--- src/shared/cdc_pkg.sv ---
// constants, states and types of the core debug command port
package cdc_pkg;
  typedef enum logic [3:0] {
    st_tlr, st_rti, st_sel_dr, st_cap_dr, st_sh_dr, st_ex1_dr, st_pau_dr, st_ex2_dr,
    st_upd_dr, st_sel_ir, st_cap_ir, st_sh_ir, st_ex1_ir, st_pau_ir, st_ex2_ir, st_upd_ir
  } cdc_tap_e;
  typedef enum logic [1:0] {own_none, own_core0, own_core1, own_chain} cdc_owner_e;
  typedef enum logic [1:0] {res_bypass, res_id, res_shared, res_ext} cdc_res_e;

  localparam int IR_W = 5;
  localparam logic [4:0] IR_IDCODE = 5'h01;
  localparam logic [4:0] IR_SAMPLE_PRE = 5'h02;
  localparam logic [4:0] IR_SAMPLE = 5'h03;
  localparam logic [4:0] IR_EXTEST = 5'h04;
  localparam logic [4:0] IR_AUX_CORE1 = 5'h11;
  localparam logic [4:0] IR_AUX_CORE0 = 5'h19;
  localparam logic [4:0] IR_AUX_CHAIN = 5'h1c;
  localparam logic [4:0] IR_BYPASS = 5'h1f;
  localparam logic [4:0] IR_CAPTURE = 5'h01;

  localparam int CMD_W = 10;
  localparam int RS_W = 7;
  localparam int CMD_RW_BIT = 9;
  localparam int CMD_GO_BIT = 8;
  localparam int CMD_EXIT_BIT = 7;
  localparam logic [9:0] CMD_CAPTURE = 10'h001;
  localparam logic [9:0] CMD_RESET = 10'h07f;

  localparam logic [6:0] RS_JTAG_ID = 7'h02;
  localparam logic [6:0] RS_CPU_SCAN = 7'h10;
  localparam logic [6:0] RS_BYPASS_A = 7'h11;
  localparam logic [6:0] RS_DBG_CTRL = 7'h12;
  localparam logic [6:0] RS_IAC_FIRST = 7'h20;
  localparam logic [6:0] RS_IAC_LAST = 7'h23;
  localparam logic [6:0] RS_DAC_FIRST = 7'h24;
  localparam logic [6:0] RS_DAC_LAST = 7'h25;
  localparam logic [6:0] RS_STATUS = 7'h30;
  localparam logic [6:0] RS_DBCR_FIRST = 7'h31;
  localparam logic [6:0] RS_DBCR_LAST = 7'h33;
  localparam logic [6:0] RS_SHARED = 7'h6f;
  localparam logic [6:0] RS_GPR_FIRST = 7'h70;
  localparam logic [6:0] RS_GPR_LAST = 7'h79;
  localparam logic [6:0] RS_TRACE_UNIT = 7'h7c;
  localparam logic [6:0] RS_FACTORY = 7'h7d;
  localparam logic [6:0] RS_DBG_ENABLE = 7'h7e;
  localparam logic [6:0] RS_BYPASS_B = 7'h7f;

  localparam int DR_W = 32;
  localparam int BSR_LEN = 8;
  localparam int HALT_EN_LSB = 22;
  localparam int MASTER_ID_LSB = 26;
  localparam int TRACE_OWNER_LSB = 30;
  localparam logic [31:0] SHARED_RESET = 32'h0000_0000;
  localparam logic [31:0] SHARED_MASK = 32'hccc0_0000;

  function automatic cdc_tap_e cdc_next(cdc_tap_e s, logic tms);
    case (s)
      st_tlr: cdc_next = tms ? st_tlr : st_rti;
      st_rti: cdc_next = tms ? st_sel_dr : st_rti;
      st_sel_dr: cdc_next = tms ? st_sel_ir : st_cap_dr;
      st_cap_dr: cdc_next = tms ? st_ex1_dr : st_sh_dr;
      st_sh_dr: cdc_next = tms ? st_ex1_dr : st_sh_dr;
      st_ex1_dr: cdc_next = tms ? st_upd_dr : st_pau_dr;
      st_pau_dr: cdc_next = tms ? st_ex2_dr : st_pau_dr;
      st_ex2_dr: cdc_next = tms ? st_upd_dr : st_sh_dr;
      st_upd_dr: cdc_next = tms ? st_sel_dr : st_rti;
      st_sel_ir: cdc_next = tms ? st_tlr : st_cap_ir;
      st_cap_ir: cdc_next = tms ? st_ex1_ir : st_sh_ir;
      st_sh_ir: cdc_next = tms ? st_ex1_ir : st_sh_ir;
      st_ex1_ir: cdc_next = tms ? st_upd_ir : st_pau_ir;
      st_pau_ir: cdc_next = tms ? st_ex2_ir : st_pau_ir;
      st_ex2_ir: cdc_next = tms ? st_upd_ir : st_sh_ir;
      st_upd_ir: cdc_next = tms ? st_sel_dr : st_rti;
      default: cdc_next = st_tlr;
    endcase
  endfunction
endpackage

--- src/shared/cdc_pin_if.sv ---
// synchronised probe pins and tck edges
`timescale 1ns/100ps
interface cdc_pin_if;
  logic tck_rise;
  logic tck_fall;
  logic tms;
  logic tdi;
  logic enable;
  logic event_n;
  logic [7:0] pad;
  modport src(output tck_rise, output tck_fall, output tms, output tdi, output enable, output event_n, output pad);
  modport dst(input tck_rise, input tck_fall, input tms, input tdi, input enable, input event_n, input pad);
endinterface

--- src/logic/cdc_pin_sync.sv ---
// two-flop synchronisers for probe pins and tck edge finder
`timescale 1ns/100ps
module cdc_pin_sync (
  input wire logic clk,
  input wire logic reset,
  input wire logic tck,
  input wire logic tms,
  input wire logic tdi,
  input wire logic tap_enable_pin,
  input wire logic probe_event_input_n,
  input wire logic [7:0] pad_in,
  cdc_pin_if.src pins
);
  logic [12:0] s1;
  logic [12:0] s2;
  logic tck_d;

  always_ff @(posedge clk or posedge reset) begin
    if (reset) begin
      s1 <= 13'h0010;
      s2 <= 13'h0010;
    end else begin
      s1 <= {pad_in, probe_event_input_n, tap_enable_pin, tdi, tms, tck};
      s2 <= s1;
    end
  end

  always_ff @(posedge clk or posedge reset) begin
    if (reset) begin
      tck_d <= 1'b0;
    end else begin
      tck_d <= s2[0];
    end
  end

  assign pins.tck_rise = s2[0] & ~tck_d;
  assign pins.tck_fall = ~s2[0] & tck_d;
  assign pins.tms = s2[1];
  assign pins.tdi = s2[2];
  assign pins.enable = s2[3];
  assign pins.event_n = s2[4];
  assign pins.pad = s2[12:5];
endmodule

--- src/logic/cdc_debug_port.sv ---
// shared test port, boundary chain and two core debug command tap controllers
`timescale 1ns/100ps
module cdc_debug_port #(
  parameter logic [31:0] DEVICE_ID = 32'h1000_0001,
  parameter logic [31:0] CORE0_ID = 32'h1000_1001,
  parameter logic [31:0] CORE1_ID = 32'h1000_2001
) (
  input wire logic clk,
  input wire logic reset,
  input wire logic tck,
  input wire logic tms,
  input wire logic tdi,
  output logic tdo,
  output logic tdo_oe,
  input wire logic tap_enable_pin,
  input wire logic probe_event_input_n,
  input wire logic [7:0] pad_in,
  output logic [7:0] pad_out,
  output logic boundary_drive,
  output logic [1:0] core_halt_request,
  output logic trace_owner_select,
  output logic master_id_select,
  output logic [1:0] core_access_strobe,
  output logic [1:0][6:0] core_access_rs,
  output logic [1:0] core_access_write,
  output logic [1:0][31:0] core_access_wdata,
  input wire logic [1:0][31:0] core_access_rdata,
  output logic [1:0] core_go_strobe,
  output logic [1:0] core_exit_strobe
);
  cdc_pin_if pins ();

  // pins synchronised, tck found by sampling
  cdc_pin_sync u_sync (
    .clk(clk),
    .reset(reset),
    .tck(tck),
    .tms(tms),
    .tdi(tdi),
    .tap_enable_pin(tap_enable_pin),
    .probe_event_input_n(probe_event_input_n),
    .pad_in(pad_in),
    .pins(pins)
  );

  function automatic cdc_pkg::cdc_res_e decode_rs(logic [6:0] rs, logic has_shared);
    decode_rs = cdc_pkg::res_bypass;
    if (rs == cdc_pkg::RS_JTAG_ID) begin
      decode_rs = cdc_pkg::res_id;
    end
    if (rs == cdc_pkg::RS_CPU_SCAN || rs == cdc_pkg::RS_DBG_CTRL) begin
      decode_rs = cdc_pkg::res_ext;
    end
    if (rs >= cdc_pkg::RS_IAC_FIRST && rs <= cdc_pkg::RS_DAC_LAST) begin
      decode_rs = cdc_pkg::res_ext;
    end
    if (rs == cdc_pkg::RS_STATUS || (rs >= cdc_pkg::RS_DBCR_FIRST && rs <= cdc_pkg::RS_DBCR_LAST)) begin
      decode_rs = cdc_pkg::res_ext;
    end
    // shared register on first core only
    if (rs == cdc_pkg::RS_SHARED && has_shared) begin
      decode_rs = cdc_pkg::res_shared;
    end
    if (rs >= cdc_pkg::RS_GPR_FIRST && rs <= cdc_pkg::RS_GPR_LAST) begin
      decode_rs = cdc_pkg::res_ext;
    end
    // trace unit, factory scan, debug enable
    if (rs == cdc_pkg::RS_TRACE_UNIT || rs == cdc_pkg::RS_FACTORY || rs == cdc_pkg::RS_DBG_ENABLE) begin
      decode_rs = cdc_pkg::res_ext;
    end
    // explicit bypass codes; reserved codes also fall to bypass
    if (rs == cdc_pkg::RS_BYPASS_A || rs == cdc_pkg::RS_BYPASS_B) begin
      decode_rs = cdc_pkg::res_bypass;
    end
  endfunction

  function automatic logic is_bsr(logic [4:0] code);
    is_bsr = code == cdc_pkg::IR_SAMPLE_PRE || code == cdc_pkg::IR_SAMPLE || code == cdc_pkg::IR_EXTEST;
  endfunction

  cdc_pkg::cdc_tap_e st;
  cdc_pkg::cdc_owner_e owner;
  logic [4:0] ir_sh;
  logic [4:0] ir;
  logic pause_seen;
  logic [31:0] dr;
  logic [31:0] shared_ctrl;
  logic main_so;
  logic next_tdo;

  cdc_pkg::cdc_tap_e cst [2];
  logic [9:0] csh [2];
  logic [9:0] cmd [2];
  logic [31:0] cdr [2];
  logic cso [2];
  logic ctdi [2];
  logic owned [2];
  cdc_pkg::cdc_res_e kind [2];

  // main tap state machine
  // enable pin low holds test logic reset
  always_ff @(posedge clk or posedge reset) begin
    if (reset) begin
      st <= cdc_pkg::st_tlr;
    end else if (!pins.enable) begin
      st <= cdc_pkg::st_tlr;
    end else if (pins.tck_rise) begin
      st <= cdc_pkg::cdc_next(st, pins.tms);
    end
  end

  // instruction register and port ownership
  always_ff @(posedge clk or posedge reset) begin
    if (reset) begin
      ir_sh <= cdc_pkg::IR_CAPTURE;
      ir <= cdc_pkg::IR_IDCODE;
      owner <= cdc_pkg::own_none;
      pause_seen <= 1'b0;
    end else if (!pins.enable) begin
      ir <= cdc_pkg::IR_IDCODE;
      owner <= cdc_pkg::own_none;
      pause_seen <= 1'b0;
    end else if (pins.tck_rise) begin
      case (st)
        cdc_pkg::st_tlr: begin
          ir <= cdc_pkg::IR_IDCODE;
          owner <= cdc_pkg::own_none;
          pause_seen <= 1'b0;
        end
        cdc_pkg::st_cap_ir: begin
          if (owner == cdc_pkg::own_none) begin
            ir_sh <= cdc_pkg::IR_CAPTURE;
          end
        end
        cdc_pkg::st_sh_ir: begin
          if (owner == cdc_pkg::own_none) begin
            ir_sh <= {pins.tdi, ir_sh[4:1]};
          end
        end
        cdc_pkg::st_upd_ir: begin
          if (owner == cdc_pkg::own_none) begin
            ir <= ir_sh;
            case (ir_sh)
              cdc_pkg::IR_AUX_CORE1: owner <= cdc_pkg::own_core1;
              cdc_pkg::IR_AUX_CORE0: owner <= cdc_pkg::own_core0;
              cdc_pkg::IR_AUX_CHAIN: owner <= cdc_pkg::own_chain;
              default: owner <= cdc_pkg::own_none;
            endcase
          end
        end
        cdc_pkg::st_pau_dr: begin
          if (owner != cdc_pkg::own_none) begin
            pause_seen <= 1'b1;
          end
        end
        cdc_pkg::st_upd_dr: begin
          if (owner != cdc_pkg::own_none && pause_seen) begin
            owner <= cdc_pkg::own_none;
            ir <= cdc_pkg::IR_BYPASS;
            pause_seen <= 1'b0;
          end
        end
        default: begin
        end
      endcase
    end
  end

  // main data path: id, boundary chain or bypass
  always_ff @(posedge clk or posedge reset) begin
    if (reset) begin
      dr <= 32'h0000_0000;
    end else if (pins.enable && pins.tck_rise && owner == cdc_pkg::own_none) begin
      case (st)
        cdc_pkg::st_cap_dr: begin
          if (ir == cdc_pkg::IR_IDCODE) begin
            dr <= DEVICE_ID;
          end else if (is_bsr(ir)) begin
            dr <= {24'h00_0000, pins.pad};
          end else begin
            dr <= 32'h0000_0000;
          end
        end
        cdc_pkg::st_sh_dr: begin
          if (ir == cdc_pkg::IR_IDCODE) begin
            dr <= {pins.tdi, dr[31:1]};
          end else if (is_bsr(ir)) begin
            // boundary cells between TDI and TDO
            dr <= {24'h00_0000, pins.tdi, dr[7:1]};
          end else begin
            dr <= {31'h0000_0000, pins.tdi};
          end
        end
        default: begin
        end
      endcase
    end
  end

  // boundary update cells; sample alone has no update action
  always_ff @(posedge clk or posedge reset) begin
    if (reset) begin
      pad_out <= 8'h00;
      boundary_drive <= 1'b0;
    end else begin
      boundary_drive <= pins.enable && owner == cdc_pkg::own_none && ir == cdc_pkg::IR_EXTEST;
      if (pins.enable && pins.tck_rise && owner == cdc_pkg::own_none && st == cdc_pkg::st_upd_dr &&
          (ir == cdc_pkg::IR_SAMPLE_PRE || ir == cdc_pkg::IR_EXTEST)) begin
        pad_out <= dr[7:0];
      end
    end
  end

  assign main_so = (st == cdc_pkg::st_sh_ir) ? ir_sh[0] : dr[0];

  always_comb begin
    case (owner)
      cdc_pkg::own_core0: next_tdo = cso[0];
      cdc_pkg::own_core1: next_tdo = cso[1];
      cdc_pkg::own_chain: next_tdo = cso[0];
      default: next_tdo = main_so;
    endcase
  end

  // tdo changes on falling tck
  always_ff @(posedge clk or posedge reset) begin
    if (reset) begin
      tdo <= 1'b0;
      tdo_oe <= 1'b0;
    end else if (!pins.enable) begin
      tdo_oe <= 1'b0;
    end else if (pins.tck_fall) begin
      tdo <= next_tdo;
      tdo_oe <= st == cdc_pkg::st_sh_dr || st == cdc_pkg::st_sh_ir;
    end
  end

  assign owned[0] = owner == cdc_pkg::own_core0 || owner == cdc_pkg::own_chain;
  assign owned[1] = owner == cdc_pkg::own_core1 || owner == cdc_pkg::own_chain;
  // chained: second core output into first core
  assign ctdi[0] = (owner == cdc_pkg::own_chain) ? cso[1] : pins.tdi;
  assign ctdi[1] = pins.tdi;

  for (genvar g = 0; g < 2; g++) begin : g_core
    assign kind[g] = decode_rs(cmd[g][6:0], g == 0);
    assign cso[g] = (cst[g] == cdc_pkg::st_sh_ir) ? csh[g][0] : cdr[g][0];

    // core tap state and shift paths
    // nothing decays while tck stands still
    always_ff @(posedge clk or posedge reset) begin
      if (reset) begin
        cst[g] <= cdc_pkg::st_rti;
        csh[g] <= cdc_pkg::CMD_CAPTURE;
        cmd[g] <= cdc_pkg::CMD_RESET;
        cdr[g] <= 32'h0000_0000;
      end else if (!owned[g]) begin
        cst[g] <= cdc_pkg::st_rti;
      end else if (pins.tck_rise) begin
        cst[g] <= cdc_pkg::cdc_next(cst[g], pins.tms);
        case (cst[g])
          cdc_pkg::st_cap_ir: csh[g] <= cdc_pkg::CMD_CAPTURE;
          cdc_pkg::st_sh_ir: csh[g] <= {ctdi[g], csh[g][9:1]};
          cdc_pkg::st_upd_ir: cmd[g] <= csh[g];
          cdc_pkg::st_cap_dr: begin
            case (kind[g])
              cdc_pkg::res_id: cdr[g] <= (g == 0) ? CORE0_ID : CORE1_ID;
              cdc_pkg::res_shared: cdr[g] <= shared_ctrl;
              cdc_pkg::res_ext: cdr[g] <= core_access_rdata[g];
              default: cdr[g] <= 32'h0000_0000;
            endcase
          end
          cdc_pkg::st_sh_dr: begin
            if (kind[g] == cdc_pkg::res_bypass) begin
              cdr[g] <= {31'h0000_0000, ctdi[g]};
            end else begin
              cdr[g] <= {ctdi[g], cdr[g][31:1]};
            end
          end
          default: begin
          end
        endcase
      end
    end

    // one-cycle access pulses
    always_ff @(posedge clk or posedge reset) begin
      if (reset) begin
        core_access_strobe[g] <= 1'b0;
        core_access_rs[g] <= 7'h00;
        core_access_write[g] <= 1'b0;
        core_access_wdata[g] <= 32'h0000_0000;
        core_go_strobe[g] <= 1'b0;
        core_exit_strobe[g] <= 1'b0;
      end else begin
        core_access_strobe[g] <= 1'b0;
        core_go_strobe[g] <= 1'b0;
        core_exit_strobe[g] <= 1'b0;
        if (owned[g] && pins.tck_rise && cst[g] == cdc_pkg::st_upd_dr) begin
          core_access_strobe[g] <= kind[g] == cdc_pkg::res_ext;
          core_access_rs[g] <= cmd[g][6:0];
          core_access_write[g] <= ~cmd[g][cdc_pkg::CMD_RW_BIT];
          core_access_wdata[g] <= cdr[g];
          // go and exit only at update-DR
          core_go_strobe[g] <= cmd[g][cdc_pkg::CMD_GO_BIT];
          core_exit_strobe[g] <= cmd[g][cdc_pkg::CMD_EXIT_BIT];
        end
      end
    end
  end

  // shared trace control register, first core only
  always_ff @(posedge clk or posedge reset) begin
    if (reset) begin
      shared_ctrl <= cdc_pkg::SHARED_RESET;
    end else if (owned[0] && pins.tck_rise && cst[0] == cdc_pkg::st_upd_dr &&
                 kind[0] == cdc_pkg::res_shared && !cmd[0][cdc_pkg::CMD_RW_BIT]) begin
      shared_ctrl <= cdr[0] & cdc_pkg::SHARED_MASK;
    end
  end

  // decoded shared fields
  always_ff @(posedge clk or posedge reset) begin
    if (reset) begin
      core_halt_request <= 2'b00;
      trace_owner_select <= 1'b0;
      master_id_select <= 1'b0;
    end else begin
      // event-in routed per enable bits; trace unit gate lies outside
      core_halt_request[0] <= ~pins.event_n & shared_ctrl[cdc_pkg::HALT_EN_LSB];
      core_halt_request[1] <= ~pins.event_n & shared_ctrl[cdc_pkg::HALT_EN_LSB + 1];
      // owner second core only for 01
      trace_owner_select <= shared_ctrl[cdc_pkg::TRACE_OWNER_LSB +: 2] == 2'h1;
      // master id second core only for 01
      // label only; trace accesses stay with first core
      master_id_select <= shared_ctrl[cdc_pkg::MASTER_ID_LSB +: 2] == 2'h1;
    end
  end
endmodule

--- config.mk ---
export PLATFORM = sky130hd
export DESIGN_NAME = cdc_debug_port
export DESIGN_NICKNAME = d
export VERILOG_FILES = /design/src/shared/cdc_pkg.sv /design/src/shared/cdc_pin_if.sv /design/src/logic/cdc_pin_sync.sv /design/src/logic/cdc_debug_port.sv
export SDC_FILE = /design/constraint.sdc
export NUM_CORES = 1
export LEC_CHECK = 0
export ABC_AREA = 0
export BUFFER_PORTS_ARGS = -buffer_cell sky130_fd_sc_hd__buf_4
export CORE_ASPECT_RATIO = 0.5
export CORE_MARGIN = 10
export CORE_UTILIZATION = 34
export DETAILED_ROUTE_END_ITERATION = 7
export PLACE_DENSITY = 0.56
export SYNTH_ARGS = -nofsm -noshare
export SYNTH_HDL_FRONTEND = slang
export SYNTH_SLANG_ARGS = --single-unit
--- constraint.sdc ---
create_clock -name clk -period 12.2 [get_ports clk]
set_input_delay 1.22 -clock clk [delete_from_list [all_inputs] [get_ports clk]]
set_output_delay 1.22 -clock clk [all_outputs]
set_load 0.1 [all_outputs]
After elaboration in Yosys (flattened, before gate mapping)
Index checks and enable logic that the tools add are counted.

Word-level logic and storage cells: 302. Register bits after elaboration: 295. Input bits: 79. Output and inout bits: 101.

Muxes and demuxes: 81. Bitwise operators: 9. Equality and inequality tests: 93. Order comparisons: 12. Reductions and logical operators: 70.

Operator list (count): $pmux 32 s2 (3); $pmux 32 s3 (2); $pmux 4 s12 (3); $eq 4x4->1 const B (24); $mux 32 (3); $eq 7x7->1 const B (9); $eq 4x3->1 const B (12); $eq 7x5->1 const B (6); $mux 2 (20); $mux 4 (10); $pmux 10 s2 (2); $mux 5 (6); $mux 29 (1); $ge 7x6->1 const B (4); $le 7x6->1 const B (4); $eq 4x2->1 const B (6); $mux 1 (21); $logic_and 1x1->1 (19); $reduce_and 3->1 (6); $logic_or 1x1->1 (16); $mux 8 (2); $eq 5x5->1 const B (3); $pmux 5 s3 (1); $eq 7x2->1 const B (2); other kinds (28) (80).

Longest topological paths before layout
Gate-level depths: netlist (run 1).

Depth after elaboration: 12. Gate-level depth with buffers: 8. Depth with buffers taken out: 6.

Hierarchy
From an unflattened synthesis (run 1), not the netlist that was laid out.

Cell total of the unflattened synthesis: 1134. Area total of the unflattened synthesis: 12907.4 um^2.

Modules (own cells, without submodules): cdc_debug_port (area an instance 12150.4 um^2, cells each 1096, seq. area each 6731.5 um^2, instances 1); cdc_pin_sync (area an instance 757.0 um^2, cells each 38, seq. area each 678.2 um^2, instances 1).

Worst setup path before layout (run 1)
No wires, ideal clock.

Kind: register to output. From: reg tdo. To: out tdo. Setup slack: 10.082 ns. Data arrival time: 0.898 ns. Path buffers: 0. Required time: 10.980 ns. Stages on the path, launching flop included: 1. Path through: dfrtp_1.

RTL lines: from (decl) (line cdc_debug_port.sv:13) `output logic tdo,`; from (signal assigned) (line cdc_debug_port.sv:233) `tdo <= next_tdo;`.

No word-level cell between the ends.

Worst setup path in the final report (run 1)
From: reg st[0]. To: reg dr[18].

Cells in the longest elaborated chain, start to end: 3. Elaborated cells between the ends (all ways): 5. Classes of those cells: 2 x eq/ne; 1 x mux; 2 x reduce/logical.

RTL lines: from (decl) (line cdc_debug_port.sv:81) `cdc_pkg::cdc_tap_e st;`; from (signal assigned) (line cdc_debug_port.sv:104) `st <= cdc_pkg::st_tlr;`; from (signal assigned) (line cdc_debug_port.sv:106) `st <= cdc_pkg::st_tlr;`; from (signal assigned) (line cdc_debug_port.sv:108) `st <= cdc_pkg::cdc_next(st, pins.tms);`; $eq 4x3->1 / $eq 4x2->1 (equally long branches) (line cdc_debug_port.sv:174) `case (st)`; $reduce_bool 2->1 (no line); $reduce_and 2->1 (no line); to (signal assigned) (line cdc_debug_port.sv:179) `dr <= {24'h00_0000, pins.pad};`; to (signal assigned) (line cdc_debug_port.sv:186) `dr <= {pins.tdi, dr[31:1]};`; to (signal assigned) (line cdc_debug_port.sv:189) `dr <= {24'h00_0000, pins.tdi, dr[7:1]};`; to (decl) (line cdc_debug_port.sv:86) `logic [31:0] dr;`.

Several ways; a longest one is shown, not always the timed one. A chain may end at the register's enable or synchronous reset.

==> impl_metrics.ini, run 1 <==
[floorplanning]
start_util_pct = 34.5
dieArea_mm2 = 0.0451
core_mm2 = 0.0360
row_count = 49
die_y_um = 155
die_w_um = 291
pin_count = 180

[critical_path]
cp-end-kind = flip-flop
required_ns = 12.70
worst_setup_path_start_kind = flip-flop
worstPathArrival_ns = 3.26
crit_path_max_fanout = 42
crit_type = reg2reg

[power]
p_total_mw = 1.97
vdd_drop_max_mv = 0.0968
power_density_mw_per_mm2 = 130
power_leakage_nw = 7.06

[detailed_routing]
wirelength_mm = 31.3
drtIter0Drc = 719
postRouteAntennaNets = 0
firstDrtPassIters = 4
drc_errors = 0
detail_route.wl_per_cell_um = 17.9
num_vias = 8900
viasPerCell = 5.08

[run]
drv_cap = 0

[clock_network]
cts.sinks = 295
worstSkewPairLatency_ns = 0.57
cts_tree = done
cts_hold_buf = 0
htreeDepth = 1
cts_max_path_buffers = 3
clk_pin_slew_worst_paths_ns = 0.07
cts_setup_buffers = 0
cts_root_buffer = clkbuf_16
cts_made_buffers = 28
cts_resized = 0

[placed_design]
place_ws_ns = 9.04
gp_congestion = 0.797
io_buffers = 179
place_hpwl_mm = 21.1

[yosys]
synthCells = 1102
synth.top_cell.area_share_pct = 54.9
yosysSeqAreaShare_pct = 59.5
synthArstFlopShare_pct = 100
synth_area_mm2 = 0.0124
synth_warnings = 0
synth_edf_count = 0
synth_area_leaders = dfrtp_1, mux2_2, dfstp_2, nor2_1, nand2_1
synthFlopType = dfrtp_1
yosys.area.top_type = dfrtp_1
ys_ff_latch = 295
avgSynthCellArea_um2 = 11.3
synth_nets = 1181
synth_cell_types = 62

[layout]
area_growth_pct = 21.8
layout-drive-gt1-share_pct = 30.8
final_cell_mix = dfrtp_1, buf_4, nor2_1
nets = 1325
final_common_cell = dfrtp_1
antenna_cells = 0
fin_util_pct = 42.1

[timing]
hold_ws_ns = 0.347
rsz0062_at_grt = no
fin_worst_skew_ns = 0.0283
fmax_ghz = 0.361
setup_viol = 0
relSlewSlack_pct = 20.4
tns_ns = 0
layout_min_cycle_time_ns = 2.77
finalHoldViolCount = 0
layout_setup_ws_ns = 9.43
worst_slew_pin_slew_ns = 1.19
maxSlewViolCount = 0
finalCritPeriodShare_pct = 22.7

[grt]
antenna_found_initial = 0
grt_max_degree = 154
grt_overflow = 0
grt_util_all_layers_pct = 13.5
grt_pass1_wl_mm = 50.8
first_global_vias = 9082

[hold_path]
hold_class = reg2reg

[status]
status = finished, final reports clean
## flip-flops by register name (all words and copies together), names as in the netlist, 13 cells and up
| signal | flops |
|---|---|
| cdr | 64 |
| cmd | 20 |
| u_sync.s1 | 13 |
| core_access_rs | 14 |
| csh | 20 |
| u_sync.s2 | 13 |
| core_access_wdata | 64 |
| dr | 32 |
## cells by family (layout without fill, tap and decap cells)
family          after synthesis  count (layout)  share of synthesized area, %
mux                         113             113                          10.6
simple gates                321             321                          11.8
compound gates              271             271                          14.4
xor+xnor                      3               3                         0.211
buf+inv                      99             264                          3.42
flops                       295             295                          59.5
## layout make-up
class | instances | area, µm²
fill | 3399 | 20900
sequential | 295 | 7410
multi-input combinational | 708 | 4650
timing repair buffer | 193 | 1450
clock buffer | 40 | 826
tap | 484 | 606
clock inverter | 11 | 144
inverter | 20 | 82.6
## per-stage QoR
stage | std cells | area, µm²
3_5_place_dp | 1700 | 14200
5_1_grt | 1751 | 15200
3_3_place_gp | 1700 | 14200
6_report | 1751 | 15200
4_1_cts | 1751 | 15200
2_1_floorplan | 1102 | 12400
## critical path, cell delays in order (launching register included)
cell	delay, ns
dfrtp_1	0.81
nand2_1	0.14
nor2_1	0.12
a21oi_1	0.05
or3_1	0.36
buf_4	0.26
nor2_2	0.71
a22o_1	0.24
## worst paths after layout
| kind | from | to | slack, ns | cells after the start |
|---|---|---|---|---|
| max | st[0] | dr[18] | 9.43 | 7 |
| min | u_sync.s1[1] | u_sync.s2[1] | 0.35 | 0 |
| max reg2reg | st[0] | dr[18] | 9.43 | 7 |
| min reg2reg | u_sync.s1[1] | u_sync.s2[1] | 0.35 | 0 |
| max in group asynchronous | reset | dr[1] | 9.78 | 3 |
| min in group asynchronous | reset | core_go_strobe[1] | 0.90 | 2 |
## layer usage
metal | GRT usage, % | part of all wire, % | routed length, µm | vias up
li1 | - | - | - | 4226
met1 | 17.3 | 44 | 13800 | 4502
met2 | 23.6 | 51 | 15900 | 142
met3 | 2.61 | 3.9 | 1210 | 30
met4 | 2.35 | 1.2 | 380 | 0
met5 | 0 | 0 | 0 | -
## cells in the mapped netlist, drive strengths merged (4+ instances only)
cell,instances
a211oi,10
a21oi,64
a221oi,30
a22o,23
a22oi,36
a31oi,10
and3,4
buf,24
clkbuf,55
dfrtp,273
dfstp,22
inv,20
mux2,108
nand2,101
nand2b,13
nand3,31
nand4,4
nor2,111
nor2b,15
nor3,14
nor3b,4
o2111ai,4
o211ai,5
o21ai,64
o31ai,8
o41ai,4
or2,4
or3,5
## power by group
part	internal [mW]	switching [mW]
Combinational	0.0250	0.0422
Sequential	0.986	0.00768
Clock	0.534	0.379
Total	1.54	0.429
(Power assumes the default switching activity.)
==> run 2: changes to the inputs <==
ABC_AREA = 1   (was 0)
clock period = 2.6 ns   (was 12.2 ns; I/O delays follow)
==> run 2 against run 1 <==
  * Core utilization rose by 1.3 points
  * Combinational power rose to 4.5 times the previous value
  * Total power rose to 4.9 times the previous value
  * Clock-buffer cell count fell by 5
  * Sequential share of layout area fell by 3.2 points
  * Cell count rose by 26%
  * Routed wire length rose by 10%
  * Worst setup slack got worse by 8.9 ns
==> impl_metrics.ini, run 2 <==
[yosys]
synthArstFlopShare_pct = 100
synth_xor_xnor_area_share_pct = 0
synthFlopType = dfrtp_1
synth.top_cell.area_share_pct = 53.2
yosysSeqAreaShare_pct = 57.7
synthCells = 1466
synth_warnings = 0
synth_compound_area_share_pct = 11.7
ys_ff_latch = 295
synth_fa_ha_area_share_pct = 0
synth_common_cells = nand2_1, dfrtp_1, inv_1, o21ai_0, nor2_1
synth_top_family_by_area = simple AND/OR/NAND/NOR gates
synth_area_leaders = dfrtp_1, nand2_1, o21ai_0, dfstp_2, inv_1
synth.area.mux_share_pct = 2.90
synth_edf_count = 0
avgSynthCellArea_um2 = 8.76
synth_nets = 1545
yosys.area.top_type = dfrtp_1
synthSimpleGateAreaFrac_pct = 21.4
synth_area_mm2 = 0.0128
synth_cell_types = 38
yosysMostFrequentCell = nand2_1

[power]
p_total_mw = 9.58
vdd_drop_max_mv = 0.440
power_leakage_nw = 7.89
power_density_mw_per_mm2 = 591

[critical_path]
worstPathArrival_ns = 2.56
max_stage_delay_ns = 0.70
crit_path_max_fanout = 22
cp_common_cell = nand2_1
crit_type = reg2reg
required_ns = 3.05
worstPathCellList = nor2_1, nand2_1, clkinv_1, nand2_1, inv_2, nand2_1, nand2_1, nand2_1, nand2_1
worst_setup_path_start_kind = flip-flop
cpMaxStageDelayCell = dfstp_2
cp-end-kind = flip-flop

[layout]
final_cell_mix = nand2_1, dfrtp_1, buf_4
fin_cells = 2198
seq_area_mm2 = 0.00741
multiInputGateArea_mm2 = 0.00462
nets = 1760
layout-drive-gt1-share_pct = 19.8
final_common_cell = nand2_1
area_growth_pct = 26.3
fin_util_pct = 43.4
antenna_cells = 0
top_regs = cdr (64), core_access_wdata (64), dr (32)
nFillCells = 3684

[detailed_routing]
postRouteAntennaNets = 0
num_vias = 10470
viasPerCell = 4.76
firstDrtPassIters = 5
wirelength_mm = 34.5
drtIter0Drc = 778
detail_route.wl_per_cell_um = 15.7
drc_errors = 0

[placed_design]
io_buffers = 179
place_ws_ns = 0.502
place_hpwl_mm = 24.1
gp_congestion = 0.883
dpl.cell_count = 2105

[grt]
grt_pass1_wl_mm = 55.9
grt_max_degree = 73
antenna_found_initial = 0
grt_overflow = 0
first_global_vias = 10316
grt_util_all_layers_pct = 14.6

[timing]
setup_viol = 0
maxSlewViolCount = 0
finalCritPeriodShare_pct = 81.2
hold_ws_ns = 0.0227
worst_slew_pin_slew_ns = 0.673
fmax_ghz = 0.474
layout_min_cycle_time_ns = 2.11
finalHoldViolCount = 0
rsz0062_at_grt = no
relSlewSlack_pct = 55.0
layout_setup_ws_ns = 0.489
fin_worst_skew_ns = 0.0197

[run]
drv_cap = 0

[floorplanning]
row_count = 50
die_w_um = 295
pin_count = 180
die_y_um = 157
core_mm2 = 0.0373
dieArea_mm2 = 0.0464
start_util_pct = 34.4

[clock_network]
cts.sinks = 295
cts_made_buffers = 29
htreeDepth = 1
cts_tree = done
cts_root_buffer = clkbuf_16
worstSkewPairLatency_ns = 0.57
cts_max_path_buffers = 3
clk_pin_slew_worst_paths_ns = 0.07

[status]
status = finished, final reports clean

[hold_path]
hold_class = in2reg
[run 2: cell count changes after synthesis, moves of 23 or more]
cell | previous run | this run
a22o_1 | 23 | 0
a22oi_1 | 36 | 6
nand2_1 | 101 | 469
nand3_1 | 31 | 69
a221oi_1 | 30 | 0
o21ai_0 | 62 | 125
inv_1 | 20 | 125
mux2_2 | 100 | 31
clkbuf_1 | 53 | 23
[run 2: final cells by class]
class | instances | share of cell area [%]
sequential | 295 | 45.7
multi-input combinational | 977 | 28.5
timing repair buffer | 242 | 12.3
clock buffer | 35 | 4.86
tap | 494 | 3.81
inverter | 136 | 3.17
clock inverter | 19 | 1.64
[run 2: timing repair]
item,CTS,global route
gates resized for setup,0,0
buffers inserted,0,0
hold endpoints to repair,57,0
hold buffers,39,0
[run 2: worst paths after layout]
kind / depth (start not counted) / slack [ns] / from / to
max: 9 / 0.49 / cst[0] / cdr[11]
min reg2reg: 0 / 0.35 / u_sync.s1[7] / u_sync.s2[7]
max in group asynchronous: 4 / 1.45 / reset / core_access_wdata[7]
min: 5 / 0.02 / core_access_rdata[63] / cdr[31]
min in group asynchronous: 3 / 0.35 / reset / tdo_oe
max reg2reg: 9 / 0.49 / cst[0] / cdr[11]
[run 2: cells by family after synthesis]
logic type | after synthesis
buffers and inverters | 194
AO/OA/AOI/OAI | 267
multiplexers | 33
flip-flops | 295
AND/OR/NAND/NOR | 677
[run 2: metal layers]
layer / global-route usage [%] / wire length (µm) / vias up
li1: - / - / 5198
met1: 19.4 / 15500 / 5043
met2: 24.8 / 17000 / 191
met3: 2.64 / 1490 / 38
met4: 2.81 / 522 / 0
met5: 0 / 0 / -
[run 2: worst max-delay path: cells and delay by family, from the launching register on]
family                 cells  cell delay, ns
flip-flops                 1            0.70
buffers and inverters      2            0.47
AND/OR/NAND/NOR            7            0.83
[run 2: metrics by stage]
step | setup TNS [ns] | cell area [µm²]
2_1_floorplan | -436.97 | 12800
3_3_place_gp | 0 | 14800
3_5_place_dp | 0 | 14800
4_1_cts | 0 | 16200
5_1_grt | 0 | 16200
6_report | 0 | 16200
[run 2: report_power, final]
part	switching [mW]	internal, mW
clock	1.88	2.76
combinational	0.165	0.137
sequential	0.0184	4.62
==> run 3: changes to the inputs <==
PLACE_DENSITY = 0.58   (was 0.56)
clock period = 1.74 ns   (was 2.6 ns; I/O delays follow)
==> run 3 against run 2 <==
  * Non-clock buffer count is 112 higher
  * Maximum frequency is 22% higher
  * Sequential share of layout area is 3.4 points lower
  * Global-route usage is 0.36 points higher
  * Register-to-register slack worse by 0.48 ns
  * Sequential power is 49% higher
  * Highest routed layer unchanged
==> impl_metrics.ini, run 3 (synthesized netlist as in run 2, its figures left out) <==
[critical_path]
r2r_end = cdr[25]
r2r-start = cmd[4]
rr_worst_depth = 12
cp-end-kind = flip-flop
r2r_slack_ns = 0.007
required_ns = 2.26
crit_path_start = cmd[4]
crit_path_max_fanout = 5
worst_setup_path_start_kind = flip-flop
crit_type = reg2reg
cp-endpoint = cdr[25]
worstPathArrival_ns = 2.25

[clock_network]
cts_tree = done
cts_root_buffer = clkbuf_16
clk_pin_slew_worst_paths_ns = 0.06
htreeDepth = 1
worstSkewPairLatency_ns = 0.57
cts.sinks = 295
cts_made_buffers = 29
cts_max_path_buffers = 3

[layout]
nets = 1872
layout-drive-gt1-share_pct = 26.1
area_growth_pct = 36.4
top_regs = cdr (64), core_access_wdata (64), dr (32)
fin_util_pct = 46.9
antenna_cells = 0
final_cell_mix = nand2_1, dfrtp_1, buf_4
nFillCells = 3521
final_common_cell = nand2_1

[floorplanning]
die_w_um = 295
pin_count = 180
dieArea_mm2 = 0.0464
row_count = 50
die_y_um = 157
core_mm2 = 0.0373
start_util_pct = 34.4

[detailed_routing]
postRouteAntennaNets = 0
firstDrtPassIters = 5
viasPerCell = 4.72
drc_errors = 0
wirelength_mm = 36.1
num_vias = 10910
drtIter0Drc = 934
detail_route.wl_per_cell_um = 15.6

[timing]
fmax_ghz = 0.577
tns_ns = 0
rsz0062_at_grt = yes
finalCritPeriodShare_pct = 99.6
fin_worst_skew_ns = 0.0171
relSlewSlack_pct = 69.4
maxSlewViolCount = 0
layout_setup_ws_ns = 0.00714
layout_min_cycle_time_ns = 1.73
setup_viol = 0
finalHoldViolCount = 0
worst_slew_pin_slew_ns = 0.459

[power]
p_total_mw = 13.9
power_density_mw_per_mm2 = 795
power_leakage_nw = 8.51
vdd_drop_max_mv = 0.687

[grt]
antenna_found_initial = 0
first_global_vias = 10672
grt_util_all_layers_pct = 15.0
grt_pass1_wl_mm = 57.0
grt_overflow = 0
grt_max_degree = 65

[placed_design]
gp_congestion = 0.853
io_buffers = 179
place_hpwl_mm = 25.4
place_ws_ns = 0.0289

[status]
status = finished, final reports clean

[run]
drv_cap = 0

[hold_path]
hold_class = in2reg
[run 3: changes by cell type in the layout (fill, tap and decap cells not counted), sizes merged]
cell,change
clkbuf,+10
dlygate4sd3,+34
bufinv,-4
buf,+75
clkinv,-2
clkinvlp,-2
[run 3: what timing repair did]
item                                    4_1_cts  5_1_grt
resized for setup                             0       97
endpoints found under the setup margin        0      122
setup buffers                                 0        7
hold buffers                                 73        0
endpoints found under the hold margin       219        0
[run 3: how the worst min path moves through the flow]
stage                                startpoint                end  slack [ns]  cells past startpoint
after floorplan             probe_event_input_n       u_sync.s1[4]        0.18                      0
after global placement                    reset            csh[11]        0.18                      2
after detailed placement                  reset  core_access_rs[1]        0.18                      2
after CTS                 core_access_rdata[22]            cdr[54]       0.004                      7
after global routing       core_access_rdata[0]            cdr[32]        0.05                      5
final                     core_access_rdata[30]            cdr[62]        0.02                      7
[run 3: power breakdown]
part           internal, mW  switching, mW
Sequential             6.90         0.0196
Combinational         0.289          0.285
Clock                  3.68           2.75
Total                  10.9           3.06
[run 3: per-stage QoR]
step | hold WS, ns | instance area [µm²] | std cells
after floorplan | 0.178 | 12800 | 1466
after global placement | 0.184 | 15400 | 2172
after detailed placement | 0.182 | 15400 | 2172
after CTS | 0.00357 | 17100 | 2298
after global routing | 0.0529 | 17500 | 2309
final | 0.0166 | 17500 | 2309
[run 3: critical path: stages (launching register included)]
cell and delay, ns:
dfstp_2 0.55, inv_2 0.05, o21ai_1 0.12, nand4_1 0.19
buf_4 0.20, nand3_4 0.06, nand2_4 0.08, inv_8 0.08
clkbuf_16 0.15, nand2_4 0.04, nand2_2 0.05, nand2_1 0.04
nand2_1 0.06
[run 3: layer usage]
metal | part of all wire [%] | wire (µm) | track usage (%) | vias to the layer above
li1 | - | - | - | 5434
met1 | 44 | 16000 | 19.3 | 5230
met2 | 50 | 18100 | 26.0 | 202
met3 | 3.5 | 1250 | 2.28 | 44
met4 | 2.0 | 731 | 3.80 | 0
met5 | 0 | 0 | 0 | -
[run 3: area by class of cell]
cell class / count / area [µm²] / share of cell area, %
clock buffer: 42 / 845 / 4.82
clock inverter: 11 / 128 / 0.729
inverter: 136 / 529 / 3.02
multi-input combinational: 977 / 4840 / 27.6
sequential: 295 / 7410 / 42.3
tap: 494 / 618 / 3.53
timing repair buffer: 354 / 3140 / 18.0
